File: config.mk
export PLATFORM = sky130hd
export DESIGN_NAME = lcd_mux_drive_timing
export DESIGN_NICKNAME = d
export VERILOG_FILES = /design/src/lcd_frame_divider.sv /design/src/lcd_mux_drive_timing.sv
export SDC_FILE = /design/constraint.sdc
export NUM_CORES = 1
export LEC_CHECK = 0
export ABC_AREA = 0
export BUFFER_PORTS_ARGS = -buffer_cell sky130_fd_sc_hd__buf_2
export CAP_MARGIN = 20
export CORE_ASPECT_RATIO = 1.5
export CORE_UTILIZATION = 58
export DETAILED_ROUTE_END_ITERATION = 6
export GPL_ROUTABILITY_DRIVEN = 1
export PLACE_DENSITY = 0.85
export SETUP_SLACK_MARGIN = 0.4
export SLEW_MARGIN = 20
export SYNTH_ARGS = -nofsm -noshare
export SYNTH_HDL_FRONTEND = slang
export SYNTH_HIERARCHICAL = 1
export SYNTH_SLANG_ARGS = --single-unit
File: constraint.sdc
create_clock -name mclk -period 20.1 [get_ports mclk]
set_clock_uncertainty 0.1 [all_clocks]
set_input_delay 2.01 -clock mclk [delete_from_list [all_inputs] [get_ports mclk]]
set_output_delay 2.01 -clock mclk [all_outputs]
set_load 0.03 [all_outputs]
File: src/lcd_frame_divider.sv
// frame timing package and the row slot divider that steps the backplane rows
`timescale 1ns/1ps
`default_nettype none

// ****************************************************************
// shared constants for the lcd drive timing
// ****************************************************************
package lcd_timing_pkg;
    localparam int unsigned SEG_COUNT       = 60;          // segment outputs
    localparam int unsigned BP_COUNT        = 4;           // backplane outputs
    localparam int unsigned FRAME_DIV       = 24;          // working ticks per frame
    localparam int unsigned CLK_PERIOD_NS   = 50;          // mclk period
    localparam int unsigned OSC_PERIOD_NS   = 507614;      // nominal oscillator period, 1970 Hz
    // half period in mclk cycles, longest time so rounded down
    localparam int unsigned OSC_HALF_CYCLES = OSC_PERIOD_NS / (2 * CLK_PERIOD_NS);

    // drive mode codes from the command decoder
    typedef enum logic [1:0] {
        MODE_STATIC = 2'h0,
        MODE_MUX2   = 2'h1,
        MODE_MUX3   = 2'h2,
        MODE_MUX4   = 2'h3
    } driveMode_t;

    // output level codes handed to the analog selector
    localparam logic [1:0] LVL_VSS  = 2'h0;   // ground
    localparam logic [1:0] LVL_LOW  = 2'h1;   // 1/3 level, or mid level in half bias
    localparam logic [1:0] LVL_HIGH = 2'h2;   // 2/3 level
    localparam logic [1:0] LVL_VLCD = 2'h3;   // full lcd supply

    // reset values
    localparam logic [1:0] RST_LEVEL = LVL_VLCD;
    localparam logic [4:0] RST_SLOT  = 5'h00;
    localparam logic [1:0] RST_ROW   = 2'h0;

    // ticks per row slot: the frame split evenly over the rows in use
    function automatic logic [4:0] slotLength(input logic [1:0] mode);
        case (mode)
            MODE_STATIC: slotLength = 5'(FRAME_DIV);
            MODE_MUX2:   slotLength = 5'(FRAME_DIV / 2);
            MODE_MUX3:   slotLength = 5'(FRAME_DIV / 3);
            default:     slotLength = 5'(FRAME_DIV / 4);
        endcase
    endfunction : slotLength

    // index of the last row in use for a mode
    function automatic logic [1:0] lastRow(input logic [1:0] mode);
        lastRow = mode;
    endfunction : lastRow
endpackage : lcd_timing_pkg

// ****************************************************************
// row slot divider
// ****************************************************************
module lcd_frame_divider (
    input  wire logic       mclk,
    input  wire logic       rstN,       // synchronised reset, active low
    input  wire logic       tick,       // one working clock period elapsed
    input  wire logic       resync,     // cascade frame start seen on sync line
    input  wire logic [1:0] driveMode,
    output logic      [4:0] slotCnt,    // tick within the current row slot
    output logic      [1:0] row,        // active backplane row
    output logic            polarity,   // inverts every frame for dc balance
    output logic            frameWrap   // tick that closes the frame
);
    logic [4:0] next_slotCnt;   // next tick count
    logic [1:0] next_row;       // next row
    logic       next_polarity;  // next polarity
    logic       slotEnd;        // last tick of a row slot

    // ****************************************************************
    // next slot, row and polarity
    // ****************************************************************
    always_comb begin
        next_slotCnt  = slotCnt;
        next_row      = row;
        next_polarity = polarity;
        slotEnd       = (slotCnt >= lcd_timing_pkg::slotLength(driveMode) - 5'h01);
        // row past the last one after a mode change also closes the frame
        frameWrap     = tick && slotEnd && (row >= lcd_timing_pkg::lastRow(driveMode));
        if (resync) begin
            // cascade alignment: restart the frame, keep polarity       [RULE10]
            next_slotCnt = lcd_timing_pkg::RST_SLOT;
            next_row     = lcd_timing_pkg::RST_ROW;
        end else if (frameWrap) begin
            // 24 ticks done: new frame, flip the drive polarity         [RULE9]
            next_slotCnt  = lcd_timing_pkg::RST_SLOT;
            next_row      = lcd_timing_pkg::RST_ROW;
            next_polarity = !polarity;
        end else if (tick && slotEnd) begin
            // equal slots, only the rows the mode uses                  [RULE19]
            next_slotCnt = lcd_timing_pkg::RST_SLOT;
            next_row     = row + 2'h1;
        end else if (tick) begin
            next_slotCnt = slotCnt + 5'h01;
        end
    end

    // ****************************************************************
    // registers
    // ****************************************************************
    always_ff @(posedge mclk or negedge rstN) begin
        if (!rstN) begin
            slotCnt  <= lcd_timing_pkg::RST_SLOT;
            row      <= lcd_timing_pkg::RST_ROW;
            polarity <= 1'b0;
        end else begin
            slotCnt  <= next_slotCnt;
            row      <= next_row;
            polarity <= next_polarity;
        end
    end
endmodule : lcd_frame_divider

`default_nettype wire

File: src/lcd_mux_drive_timing.sv
// multiplexed lcd backplane and segment drive timing with clock select and cascade sync
//
// Overview of operation
// [RULE1] levels follow mode-set drive configuration
// [RULE2] two-row mode supports half and third bias
// [RULE3] three and four rows allow half bias
// [RULE4] one working clock times everything
// [RULE5] select pin low runs internal oscillator
// [RULE6] internal clock driven out on clock pin
// [RULE7] select pin high takes clock pin input
// [RULE8] system keeps the clock always running
// [RULE9] frame rate is working clock over 24
// [RULE10] cascade frames aligned through sync pin
// [RULE11] display register holds ram data per frame
// [RULE12] 60 segments from row phase and bit
// [RULE13] four rows: four distinct backplane waveforms
// [RULE14] three rows: backplane 3 copies backplane 1
// [RULE15] two rows: 0/2 and 1/3 pairs equal
// [RULE16] static: all backplanes carry one waveform
// [RULE17] sync pin bidirectional, active low
// [RULE18] ram row k to backplane k, column j to segment j
// [RULE19] equal row slots, only rows in use
// [RULE20] bit one gives on pattern, zero off pattern
`timescale 1ns/1ps
`default_nettype none

module lcd_mux_drive_timing #(
    parameter int unsigned OSC_HALF = lcd_timing_pkg::OSC_HALF_CYCLES  // oscillator half period
) (
    input  wire logic        mclk,          // 20 MHz system clock
    input  wire logic        rst_b,         // asynchronous reset, active low
    input  wire logic        oscSelect,     // pin: low internal oscillator, high external
    input  wire logic        clkIn,         // clock pin, input side
    output logic             clkOut,        // clock pin, output side
    output logic             clkDriveN,     // clock pin enable, low while driving
    input  wire logic        syncIn,        // sync line level, active low
    output logic             syncOut,       // sync line drive value
    output logic             syncDriveN,    // sync line enable, low while pulling low
    input  wire logic [1:0]  driveMode,     // mode from the command decoder
    input  wire logic        halfBias,      // one-half bias when high, one-third when low
    input  wire logic [239:0] ramData,      // display ram, column j row k at bit 4*j+k
    output logic      [7:0]  backplaneOut,  // 4 x 2-bit level codes, bp k at bits 2k+1:2k
    output logic      [119:0] segmentOut,   // 60 x 2-bit level codes, seg j at bits 2j+1:2j
    output logic             frameRate      // toggles once per frame
);
    // ****************************************************************
    // reset release and pin synchronisers
    // ****************************************************************
    logic       rstMeta;        // reset release, first stage
    logic       rstN;           // reset release, used everywhere
    logic [1:0] oscSelSync;     // oscillator select pin
    logic [2:0] clkSync;        // clock pin, two stages plus edge history
    logic [2:0] syncSync;       // sync line, two stages plus edge history

    // reset is asserted at once and released through two flops
    always_ff @(posedge mclk or negedge rst_b) begin
        if (!rst_b) begin
            rstMeta <= 1'b0;
            rstN    <= 1'b0;
        end else begin
            rstMeta <= 1'b1;
            rstN    <= rstMeta;
        end
    end

    // pins from outside the mclk domain; only stage two onward is read
    always_ff @(posedge mclk or negedge rstN) begin
        if (!rstN) begin
            oscSelSync <= 2'h0;
            clkSync    <= 3'h0;
            syncSync   <= 3'h7;
        end else begin
            oscSelSync <= {oscSelSync[0], oscSelect};
            clkSync    <= {clkSync[1:0], clkIn};
            syncSync   <= {syncSync[1:0], syncIn};
        end
    end

    logic externalClk;   // external clock selected
    logic extRise;       // rising edge seen on the clock pin
    logic syncFall;      // falling edge seen on the sync line

    always_comb begin
        externalClk = oscSelSync[1];                   // [RULE5] [RULE7]
        extRise     = clkSync[1] && !clkSync[2];
        syncFall    = !syncSync[1] && syncSync[2];     // [RULE17]
    end

    // ****************************************************************
    // internal oscillator and working clock selection
    // ****************************************************************
    localparam int unsigned OSC_W = $clog2(OSC_HALF + 1);  // oscillator counter width

    logic [OSC_W-1:0] oscCnt;        // cycles into the half period
    logic             oscLevel;      // internal oscillator square wave
    logic [OSC_W-1:0] next_oscCnt;   // next counter value
    logic             next_oscLevel; // next square wave level
    logic             tick;          // one working clock period
    logic             next_clkOut;   // next clock pin value
    logic             next_clkDriveN;// next clock pin enable

    // oscillator runs always so a switch back needs no restart
    always_comb begin
        next_oscCnt   = oscCnt + OSC_W'(1);
        next_oscLevel = oscLevel;
        if (oscCnt >= OSC_W'(OSC_HALF - 1)) begin
            next_oscCnt   = '0;
            next_oscLevel = !oscLevel;
        end
        // one tick per working period from whichever source is chosen  [RULE4]
        if (externalClk) begin
            tick = extRise;                                            // [RULE7]
        end else begin
            tick = (oscCnt >= OSC_W'(OSC_HALF - 1)) && !oscLevel;      // [RULE5]
        end
        // pin drives our clock only on the internal source              [RULE6]
        next_clkOut    = externalClk ? 1'b0 : oscLevel;
        next_clkDriveN = externalClk;
    end

    always_ff @(posedge mclk or negedge rstN) begin
        if (!rstN) begin
            oscCnt    <= '0;
            oscLevel  <= 1'b0;
            clkOut    <= 1'b0;
            clkDriveN <= 1'b1;
        end else begin
            oscCnt    <= next_oscCnt;
            oscLevel  <= next_oscLevel;
            clkOut    <= next_clkOut;
            clkDriveN <= next_clkDriveN;
        end
    end

    // ****************************************************************
    // frame and row slot timing
    // ****************************************************************
    logic [4:0] slotCnt;    // tick within row slot
    logic [1:0] row;        // active row
    logic       polarity;   // frame polarity
    logic       frameWrap;  // last tick of the frame

    // a missing clock simply stops the ticks; outputs then hold level   [RULE8]
    lcd_frame_divider frameDiv (
        .mclk      (mclk),
        .rstN      (rstN),
        .tick      (tick),
        .resync    (syncFall),
        .driveMode (driveMode),
        .slotCnt   (slotCnt),
        .row       (row),
        .polarity  (polarity),
        .frameWrap (frameWrap)
    );

    // ****************************************************************
    // level selection functions
    // ****************************************************************
    // ram row shown on backplane k in each mode
    function automatic logic [1:0] bpRow(input logic [1:0] mode, input logic [1:0] k);
        case (mode)
            lcd_timing_pkg::MODE_STATIC: bpRow = 2'h0;                  // [RULE16]
            lcd_timing_pkg::MODE_MUX2:   bpRow = {1'b0, k[0]};          // [RULE15]
            lcd_timing_pkg::MODE_MUX3:   bpRow = (k == 2'h3) ? 2'h1 : k;// [RULE14]
            default:                     bpRow = k;                     // [RULE13] [RULE18]
        endcase
    endfunction : bpRow

    // backplane level for a selected or idle row
    function automatic logic [1:0] bpLevel(input logic sel, input logic pol,
                                           input logic stat, input logic half);
        if (stat || sel) begin
            bpLevel = pol ? lcd_timing_pkg::LVL_VLCD : lcd_timing_pkg::LVL_VSS;
        end else if (half) begin
            bpLevel = lcd_timing_pkg::LVL_LOW;                          // [RULE2] [RULE3]
        end else begin
            bpLevel = pol ? lcd_timing_pkg::LVL_LOW : lcd_timing_pkg::LVL_HIGH;
        end
    endfunction : bpLevel

    // segment level: on drives opposite the selected backplane
    function automatic logic [1:0] segLevel(input logic on, input logic pol,
                                            input logic stat, input logic half);
        if (on) begin
            segLevel = pol ? lcd_timing_pkg::LVL_VSS : lcd_timing_pkg::LVL_VLCD;
        end else if (stat || half) begin
            segLevel = pol ? lcd_timing_pkg::LVL_VLCD : lcd_timing_pkg::LVL_VSS;
        end else begin
            segLevel = pol ? lcd_timing_pkg::LVL_HIGH : lcd_timing_pkg::LVL_LOW;
        end
    endfunction : segLevel

    // ****************************************************************
    // display register and drive outputs
    // ****************************************************************
    logic [239:0] displayReg;        // ram copy held for the whole frame
    logic [239:0] next_displayReg;   // next display register
    logic [7:0]   next_backplaneOut; // next backplane levels
    logic [119:0] next_segmentOut;   // next segment levels
    logic         next_syncOut;      // next sync drive value
    logic         next_syncDriveN;   // next sync enable
    logic         frameStart;        // first tick of a frame
    logic         statMode;          // static drive selected
    logic         halfSel;           // half bias in effect

    always_comb begin
        statMode = (driveMode == lcd_timing_pkg::MODE_STATIC);
        // static drive has only two levels, bias choice has no meaning there
        halfSel  = halfBias && !statMode;
        frameStart = (row == lcd_timing_pkg::RST_ROW) && (slotCnt == lcd_timing_pkg::RST_SLOT);
        // load at the frame edge so a frame never mixes old and new data [RULE11]
        next_displayReg = frameWrap ? ramData : displayReg;
        // backplanes follow the mode-set configuration                   [RULE1]
        for (int k = 0; k < lcd_timing_pkg::BP_COUNT; k++) begin
            next_backplaneOut[2*k +: 2] = bpLevel(bpRow(driveMode, 2'(k)) == row,
                                                  polarity, statMode, halfSel);
        end
        // segment j from its column bit in the active row                [RULE12] [RULE18]
        for (int j = 0; j < lcd_timing_pkg::SEG_COUNT; j++) begin
            next_segmentOut[2*j +: 2] = segLevel(displayReg[4*j + int'(row)],
                                                 polarity, statMode, halfSel); // [RULE20]
        end
        // open drain: pull the line low during the first tick of a frame [RULE10] [RULE17]
        next_syncOut    = 1'b0;
        next_syncDriveN = !frameStart;
    end

    // levels stay at full supply until the first row slot is computed
    always_ff @(posedge mclk or negedge rstN) begin
        if (!rstN) begin
            displayReg   <= '0;
            backplaneOut <= {lcd_timing_pkg::BP_COUNT{lcd_timing_pkg::RST_LEVEL}};
            segmentOut   <= {lcd_timing_pkg::SEG_COUNT{lcd_timing_pkg::RST_LEVEL}};
            syncOut      <= 1'b0;
            syncDriveN   <= 1'b1;
            frameRate    <= 1'b0;
        end else begin
            displayReg   <= next_displayReg;
            backplaneOut <= next_backplaneOut;
            segmentOut   <= next_segmentOut;
            syncOut      <= next_syncOut;
            syncDriveN   <= next_syncDriveN;
            frameRate    <= polarity;                                  // [RULE9]
        end
    end
endmodule : lcd_mux_drive_timing

`default_nettype wire

# --- After elaboration in Yosys (flattened, before gate mapping) ---
# Index checks and enable logic that the tools add are counted.
op_classes:
  addsub: 63
  n_mux: 263
  bitwise: 1
  eq_ne: 5
  reduce_logical: 26
  n_lt_le_gt_ge: 63
op_table:
  columns: ["operator", "n"]
  rows:
  - ["1-bit binary-select mux with 8-bit select", 59]
  - ["8-bit by 2-bit adder with 9-bit output, first input constant", 28]
  - ["9-bit less-than comparator, second input constant", 28]
  - ["2-bit two-way mux", 74]
  - ["8-bit by 9-bit less-than comparator with 1-bit output, second input constant", 16]
  - ["7-bit by 2-bit adder with 8-bit output, first input constant", 16]
  - ["1-bit two-way mux", 122]
  - ["7-bit by 9-bit less-than comparator with 1-bit output, second input constant", 8]
  - ["6-bit by 2-bit adder with 7-bit output, first input constant", 8]
  - ["6-bit by 9-bit less-than comparator with 1-bit output, second input constant", 4]
  - ["5-bit by 2-bit adder with 6-bit output, first input constant", 4]
  - ["5-bit two-way mux", 4]
  - ["5-bit by 9-bit less-than comparator with 1-bit output, second input constant", 2]
  - ["5-bit case mux with 3 select lines", 1]
  - ["13-bit by 1-bit adder with 13-bit output, second input constant", 1]
  - ["13-bit >= comparator, second input constant", 1]
  - ["13-bit two-way mux", 1]
  - ["4-bit by 2-bit adder with 5-bit output, first input constant", 2]
  - ["2-bit by 9-bit less-than comparator with 1-bit output, second input constant", 1]
  - ["4-bit by 9-bit less-than comparator with 1-bit output, second input constant", 1]
  - ["1-bit logical AND", 7]
  - ["2-bit equality test", 3]
  - ["1-bit zero test", 6]
  - ["5-bit by 1-bit adder with 5-bit output, second input constant", 1]
  - ["other kinds (17)", 23]
word_totals:
  ff_bits: 404
  input_bits: 248
  word_cells: 438
  out_inout_bits: 133

# --- Longest topological paths before layout ---
# Gate-level depths: netlist of the first run.
logic_depth:
  depth_word: 8
  ltp_mapped: 11

# --- By module ---
# The synthesis of the first run kept the hierarchy.
modules_own_cells:
  columns: ["module", "cells_each", "area_each_um2", "instances", "seq_area_each_um2"]
  rows:
  - ["lcd_mux_drive_timing", 1029, 16244.3, 1, 10075.9]
  - ["lcd_frame_divider", 71, 658.1, 1, 200.2]

# --- Worst setup path after synthesis of the first run ---
# No wires, ideal clock.
synth_path:
  path_type: "in2reg"
  from: "input port driveMode[1]"
  to: "register displayReg[0]"
  setup_ns: 0.125
  arrival_ns: 3.948
  setup_slack_ns: 15.927
  stages: 8
  cell_sequence: "or2_2 > ha_1 > o21ai_1 > nor3_1 > clkbuf_1 > clkbuf_1 > buf_2 > mux2_2"
synth_via:
  elab_chain_cells: 6
  elab_cells_between_ends: 9
  classes_between: "add/sub (1); order compare (2); eq/ne (2); mux (1); reduce/logical (3)"
synth_rtl:
  columns: ["element", "line", "source"]
  rows:
  - ["start: declaration", "lcd_mux_drive_timing.sv:39", "input wire logic [1:0] driveMode,"]
  - ["2-bit equality test (tied with other cells)", "lcd_frame_divider.sv:38", "case (mode)"]
  - ["5-bit case mux with 3 select lines", "lcd_frame_divider.sv:38", null]
  - ["5-bit by 1-bit subtractor with 5-bit output", "lcd_frame_divider.sv:78", "slotEnd = (slotCnt >= lcd_timing_pkg::slotLength(driveMode) - 5'h01);"]
  - ["5-bit >= comparator", "lcd_frame_divider.sv:78", null]
  - ["1-bit logical AND", "lcd_frame_divider.sv:80", "frameWrap = tick && slotEnd && (row >= lcd_timing_pkg::lastRow(driveMode));"]
  - ["1-bit logical AND (*)", "lcd_frame_divider.sv:80", null]
  - ["net frameWrap", "lcd_mux_drive_timing.sv:141", "logic frameWrap;"]
  - ["end signal: assignment", "lcd_mux_drive_timing.sv:238", "displayReg <= next_displayReg;"]
  - ["end: declaration", "lcd_mux_drive_timing.sv:196", "logic [239:0] displayReg;"]
# Mark *: on every way through the listed nets, which the timed path passes. The rest lies on a longest branch.
# A chain may end at the register's enable or synchronous reset.

# --- Worst setup path in the final report of the first run ---
layout_path:
  from: "input port driveMode[1]"
  to: "register displayReg[108]"
# The elaborated chain is that of the path after synthesis.

==> summary.txt, run 1 <==
DR WL/cell: 20.2 um
Outcome: finished clean
Row cnt: 76
M2 GR Usage: 45.8%
All-Layer GR Usage: 26.3%
Die area: 29800 um2
RSZ-0062 raised after global routing: no
Place WS: 14500 ps
Clock Pin Slew Worst Setup and Hold Paths: 60 ps
CP startpoint kind: input port
Post-DP HPWL: 25600 um
Die Y: 211 um
Detailed Routing Iterations Pass 1: 5
Routed vias: 10400
Io pins: 381
CP bufs+invs: 4
Fillers: 1914
Syn Area/Cell: 15.4 um2
CTS tree: built
GR Layer Usage met3: 6.48%
Least-Margin Pin Slew: 1090 ps
Most common flop cell mapped by yosys: dfrtp_1
Worst EP required: 20400 ps
Syn Inst Count: 1100
CP peak stage delay: 640 ps
Worst-path cell chain: buf_2 > or2_2 > ha_1 > o21ai_1 > nor3_2 > buf_4 > buf_4 > buf_16 > mux2_2
Setup CP Type: in2reg
Post-Syn Area: 16900 um2
Number of synthesized flops with an enable pin: 0
Nets: 1721
Pwr per Cell Area: 166 nW/um2
Worst EP arrival: 5200 ps
Initial antenna violation count: 29
Placed cell areas: 19100 um2
Final wirelength: 38600 um
Slew Limit Fails: 0
First-pass GRT wire length: 59500 um
Final worst setup slack: 15200 ps
Antenna-violating nets left: 0
Longest Clk Path Bufs: 3
Post-DR vias/cell: 5.45
Comb power frac: 35.1%
Clock root cell: clkbuf_16
CP Depth: 9
Initial core utilization: 58.9%
Number of global-route vias before repair: 11300
RD Place Congestion: 0.842
Most crowded layer after global routing: met2
Final instance area: 20400 um2
Most common cell on crit path: buf_4
Asr flop ratio synth: 100%
PortBufs: 379
Normalized max-slew margin: 27.2%
Synth warn: 6
Setup bufs post-CTS: 0
Fmax: 204 MHz
Clock power share: 20.9%
Hold-fix buffers, CTS: 0
Area grow syn2layout: 20.6%
Switch Pwr: 0.00115 W
Clock latency on the worst-skew pair: 530 ps
Num Clock Sinks: 404
Residual DRC: 0
Sw Share: 33.9%
Int Power: 0.00223 W
Largest delay contributor family on the critical path: buffers and inverters
Core Region: 28700 um2
Post-CTS sizing: 0
Register area share after synthesis: 60.8%
Reg power frac: 44.0%
Worst-path fanout max: 63
Layout cells sized above 1: 60.2%
Iter 0 DRT Violations: 447
Slowest-stage cell, CP: buf_4
Leakage power figure: 9.30 nW
Syn_nets: 1356
Total clock buffers created by CTS: 37
CTS H-tree lvls: 2
Hold depth: 0
Routing usage on met1: 28.7%
Yosys reg bits: 404
Largest net degree at the start of global routing: 195
Reg2reg path depth: 11
Final setup viols: 0
Fin crit share: 24.4%
Max_cap viols: 0
Cell variety after synth: 49
Setup TNS: 0 ps
Max VDD drop: 0.0960 mV
HP Class: reg2reg
Tmin final: 4900 ps
Grt ovf: 0
CP Capture Type: flip-flop
Final hold viol count: 0
Die width: 141 um
==> power by group through the flow <==
| stage | clock [W] | sequential [W] | combinational (W) |
|---|---|---|---|
| after global routing | 0.000751 | 0.00153 | 0.00126 |
| after floorplan | 0 | 0.00173 | 0.000646 |
| after global placement | 0 | 0.00147 | 0.00114 |
| final | 0.000708 | 0.00149 | 0.00119 |
| after CTS | 0.000721 | 0.00149 | 0.00119 |
| after detailed placement | 0 | 0.00150 | 0.00118 |
==> synth_stat cells (2+ instances only) <==
cell / number / share of area (%)
a21o_1: 2 / 0.089
and4_1: 2 / 0.10
nor3_1: 9 / 0.27
buf_6: 4 / 0.27
dfstp_2: 133 / 21
o21bai_1: 3 / 0.13
o21ai_0: 13 / 0.38
o2bb2ai_1: 3 / 0.16
buf_2: 39 / 1.2
mux4_2: 60 / 8.0
a21oi_1: 6 / 0.18
buf_1: 9 / 0.20
xor2_1: 68 / 3.5
xnor2_1: 65 / 3.4
inv_1: 4 / 0.089
nor2_1: 83 / 1.8
buf_4: 2 / 0.089
nor3b_1: 4 / 0.18
nand2_1: 7 / 0.16
clkbuf_1: 13 / 0.29
nand3_1: 12 / 0.36
ha_1: 8 / 0.59
nor2b_1: 4 / 0.15
nand2b_1: 7 / 0.26
mux2_2: 241 / 16
nand4_1: 4 / 0.15
dfrtp_1: 271 / 40
nor4_1: 2 / 0.074
conb_1: 2 / 0.044
==> worst register-to-register path, cell delays in order (launching register included) <==
cell and delay [ps]:
dfrtp_1 430, ha_1 320, a2111oi_0 100, o211ai_1 630
buf_4 300, o2bb2ai_1 400, o21ai_1 360, nor3_2 230
buf_4 640, buf_4 480, buf_16 330, mux2_2 450
==> placed cells by master (no fill, tap or decap), drive strengths merged, types with 3 or more instances in the layout <==
cell,netlist,routed
buf,54,393
dfrtp,271,271
mux2,241,241
dfstp,133,133
nor2,83,83
xor2,68,68
xnor2,65,65
mux4,60,60
clkbuf,13,51
diode,0,26
o21ai,15,15
nand3,12,12
nor3,9,9
clkinv,0,9
ha,8,8
nand2b,7,7
nand2,7,7
a21oi,7,7
nand4,4,4
nor2b,4,4
bufinv,0,4
inv,4,4
nor3b,4,4
o21bai,4,4
o2bb2ai,3,3
nor4,3,3
==> path summary, 6_finish.rpt <==
check / startpoint / end / slack [ps]
worst max register to register: oscCnt[0] / displayReg[108] / 15210
min in group asynchronous: rstN / displayReg[127] / 370
worst min register to register: clkSync[0] / clkSync[1] / 250
max in group asynchronous: rstN / clkSync[1] / 17280
worst max-delay path: driveMode[1] / displayReg[108] / 15200
worst min-delay path: clkSync[0] / clkSync[1] / 250
==> stage by stage <==
stage	power, W	hold slack [ps]	util [%]	instances
detailed placement	0.00268	238	66.5	1815
global placement	0.00261	233	66.5	1815
global route	0.00355	255	71.0	1904
finish	0.00338	251	71.0	1907
CTS	0.00340	252	70.7	1880
floorplan	0.00238	231	-	1100
==> sequential cells by signal, summed over array words and instances (netlist names), 2 cells and up <==
register          count
backplaneOut          8
clkSync               3
displayReg          240
frameDiv/row          2
frameDiv/slotCnt      5
oscCnt               13
oscSelSync            2
segmentOut          120
syncSync              3
==> logic make-up (layout without fill, tap and decap cells) <==
logic type               count (synthesis)  in the layout  synth area share [%]
multiplexers                           301            301                  24.1
AO/OA/AOI/OAI                           43             43                  1.77
other                                    2             28                0.0444
adder cells (fa/ha/maj)                  8              8                 0.592
buffers and inverters                   71            462                  2.09
XOR/XNOR                               133            133                  6.89
AND/OR/NAND/NOR                        138            138                  3.77
flip-flops                             404            404                  60.8
==> cell type report <==
class                           count  area, um2  share of cell area (%)
Antenna cell                       26       65.1                   0.319
Clock buffer                       51       1030                    5.05
Clock inverter                     14        176                   0.865
Inverter                            4       15.0                  0.0737
Multi-Input combinational cell    625       6290                    30.8
Sequential cell                   404      10300                    50.5
Tap cell                          390        488                    2.39
Timing Repair Buffer              393       2030                    9.98
==> metal layers <==
layer  part of all wire, %  up-vias  wire (um)
met5                  0.12        -         46
met4                   5.0        6       1940
met3                   6.2      115       2410
met2                    53      357      20500
met1                    35     5323      13700
li1                      -     4588          -
No activity file was read; power rests on OpenSTA's default activity.
==> run 2: changes to the inputs <==
--- a/config.mk
+++ b/config.mk
@@ -9,10 +9,10 @@
 export BUFFER_PORTS_ARGS = -buffer_cell sky130_fd_sc_hd__buf_2
 export CAP_MARGIN = 20
 export CORE_ASPECT_RATIO = 1.5
-export CORE_UTILIZATION = 58
+export CORE_UTILIZATION = 54
 export DETAILED_ROUTE_END_ITERATION = 6
 export GPL_ROUTABILITY_DRIVEN = 1
-export PLACE_DENSITY = 0.85
+export PLACE_DENSITY = 0.8
 export SETUP_SLACK_MARGIN = 0.4
 export SLEW_MARGIN = 20
 export SYNTH_ARGS = -nofsm -noshare
==> constraint.sdc (replaced) <==
create_clock -name mclk -period 4.8 [get_ports mclk]
set_clock_uncertainty 0.1 [all_clocks]
set_input_delay 0.48 -clock mclk [delete_from_list [all_inputs] [get_ports mclk]]
set_output_delay 0.48 -clock mclk [all_outputs]
set_load 0.03 [all_outputs]
==> run 2 against run 1 <==
  * Combinational power grew to 4.2 times the previous value
  * Final cell count up 1.1%
  * Utilization shrank 4.6 points
  * Worst setup slack worse by 14000 ps
  * Non-clock buffer count increased by 6
  * Largest power group unchanged
  * Global-route usage decreased by 2.2 points
  * Critical path type is now reg2reg
  * Wire length decreased by 0.85%
==> summary.txt, run 2 (synthesis results as in run 1) <==
Initial core utilization: 54.6%
Final hold viol count: 0
Detailed Routing Iterations Pass 1: 6
Place WS: 1310 ps
Io pins: 381
Antenna-violating nets left: 0
Final setup viols: 0
Row cnt: 79
Max reg flops: 240
Num Clock Sinks: 404
Leakage power figure: 9.36 nW
First-pass GRT wire length: 59400 um
Slew Limit Fails: 0
Most common cell after layout, fill and taps aside: buf_2
Number of global-route vias before repair: 11100
Final worst setup slack: 1210 ps
CP Capture Type: flip-flop
Max_cap viols: 0
RR Endpoint: displayReg[131]
Routed vias: 10400
Setup CP Type: reg2reg
Least-Margin Pin Slew: 1060 ps
Largest register by flop count: displayReg
Normalized max-slew margin: 28.9%
Worst EP arrival: 3900 ps
Reg power frac: 43.7%
Area grow syn2layout: 21.6%
Final wirelength: 38200 um
DR WL/cell: 19.8 um
Pwr per Cell Area: 690 nW/um2
Initial antenna violation count: 24
Post-route insts no fill: 1928
Post-DP HPWL: 25900 um
CP startpoint kind: flip-flop
Hold endpoint: displayReg[146]
Hold wc startpoint: ramData[146]
Most frequent cells in the layout: buf_2, dfrtp_1, mux2_2, dfstp_2, nor2_1
Comb power frac: 35.0%
Outcome: finished clean
Fmax: 279 MHz
CTS H-tree lvls: 2
Reg2reg setup slack: 1210 ps
All-Layer GR Usage: 24.2%
Die Y: 219 um
Fillers: 2220
Sw Share: 33.8%
Largest net degree at the start of global routing: 146
Die area: 32000 um2
Placed cells: 1833
Residual DRC: 0
Post-DR vias/cell: 5.38
Clock latency on the worst-skew pair: 530 ps
Core Region: 30900 um2
RSZ-0062 raised after global routing: no
Hold slack final: 74.1 ps
Switch Pwr: 0.00479 W
Worst-path fanout max: 95
Max VDD drop: 0.424 mV
RD Place Congestion: 0.830
Longest Clk Path Bufs: 3
Nets: 1729
Grt ovf: 0
Fin crit share: 74.8%
Clock root cell: clkbuf_16
Iter 0 DRT Violations: 491
Largest regs: displayReg (240), segmentOut (120), oscCnt (13)
HP Class: in2reg
Clock power share: 21.3%
Hold depth: 2
Final Total Pwr: 0.0142 W
Tmin final: 3590 ps
Worst EP required: 5110 ps
Setup TNS: 0 ps
Reg2reg start: oscCnt[0]
Int Power: 0.00939 W
Post-CTS sizing: 0
Layout cells sized above 1: 59.9%
Total clock buffers created by CTS: 39
PortBufs: 379
Die width: 146 um
CTS tree: built
Reg2reg path depth: 10
Clock Pin Slew Worst Setup and Hold Paths: 60 ps
[run 2: cell count changes in the layout (fill, tap and decap cells not counted), sizes merged]
cell / delta
inv: +1
clkinv: -4
bufinv: -3
clkinvlp: +1
buf: +2
diode: -6
clkbuf: +11
dlygate4sd3: +4
[run 2: worst max path at each step]
stage	start	slack (ps)	to	cells past startpoint
finish	oscCnt[0]	1210	displayReg[131]	10
floorplan	rstN	810	clkOut	0
CTS	oscCnt[0]	1320	displayReg[131]	10
detailed placement	oscCnt[0]	1310	displayReg[129]	10
global route	oscCnt[0]	990	displayReg[105]	10
global placement	oscCnt[0]	1470	displayReg[109]	10
[run 2: through the flow]
step | area (um2) | util (%)
floorplan | 16900 | -
CTS | 20500 | 66.3
global placement | 19200 | 62.0
finish | 20500 | 66.4
detailed placement | 19200 | 62.0
global route | 20500 | 66.4
[run 2: per-layer routing]
metal / global-route usage [%] / vias up / routed length [um]
met5: 0 / - / 36
met4: 14.9 / 6 / 2040
met3: 5.82 / 116 / 2180
met2: 41.4 / 328 / 20100
met1: 27.3 / 5306 / 13800
li1: - / 4621 / -
[run 2: critical path, cell delays in order (launching register included)]
cell	delay, ps
dfrtp_1	420
ha_1	290
a2111oi_0	100
o211ai_1	220
buf_4	240
o2bb2ai_1	390
o21ai_1	350
nor3_2	180
buf_4	220
buf_12	340
mux2_2	420
[run 2: timing repair]
action,CTS,global route
setup buffers,0,0
hold buffers,4,0
hold endpoints to repair,5,0
endpoints found under the setup margin,0,0
[run 2: layout make-up]
| type | instances | area, um2 | share of cell area [%] |
|---|---|---|---|
| multi-input cells | 625 | 6290 | 30.6 |
| diodes | 20 | 50.0 | 0.244 |
| well taps | 405 | 507 | 2.47 |
| flip-flops and latches | 404 | 10300 | 50.1 |
| inverters | 4 | 15.0 | 0.0731 |
| clock buffers | 62 | 1180 | 5.77 |
| repair buffers | 399 | 2130 | 10.4 |
| clock inverters | 9 | 82.6 | 0.402 |
[run 2: power groups by stage]
stage	Combinational, W	Sequential, W	Clock (W)
floorplan	0.00271	0.00722	0
global placement	0.00480	0.00615	0
detailed placement	0.00497	0.00625	0
CTS	0.00501	0.00621	0.00308
global route	0.00531	0.00639	0.00321
finish	0.00497	0.00619	0.00302
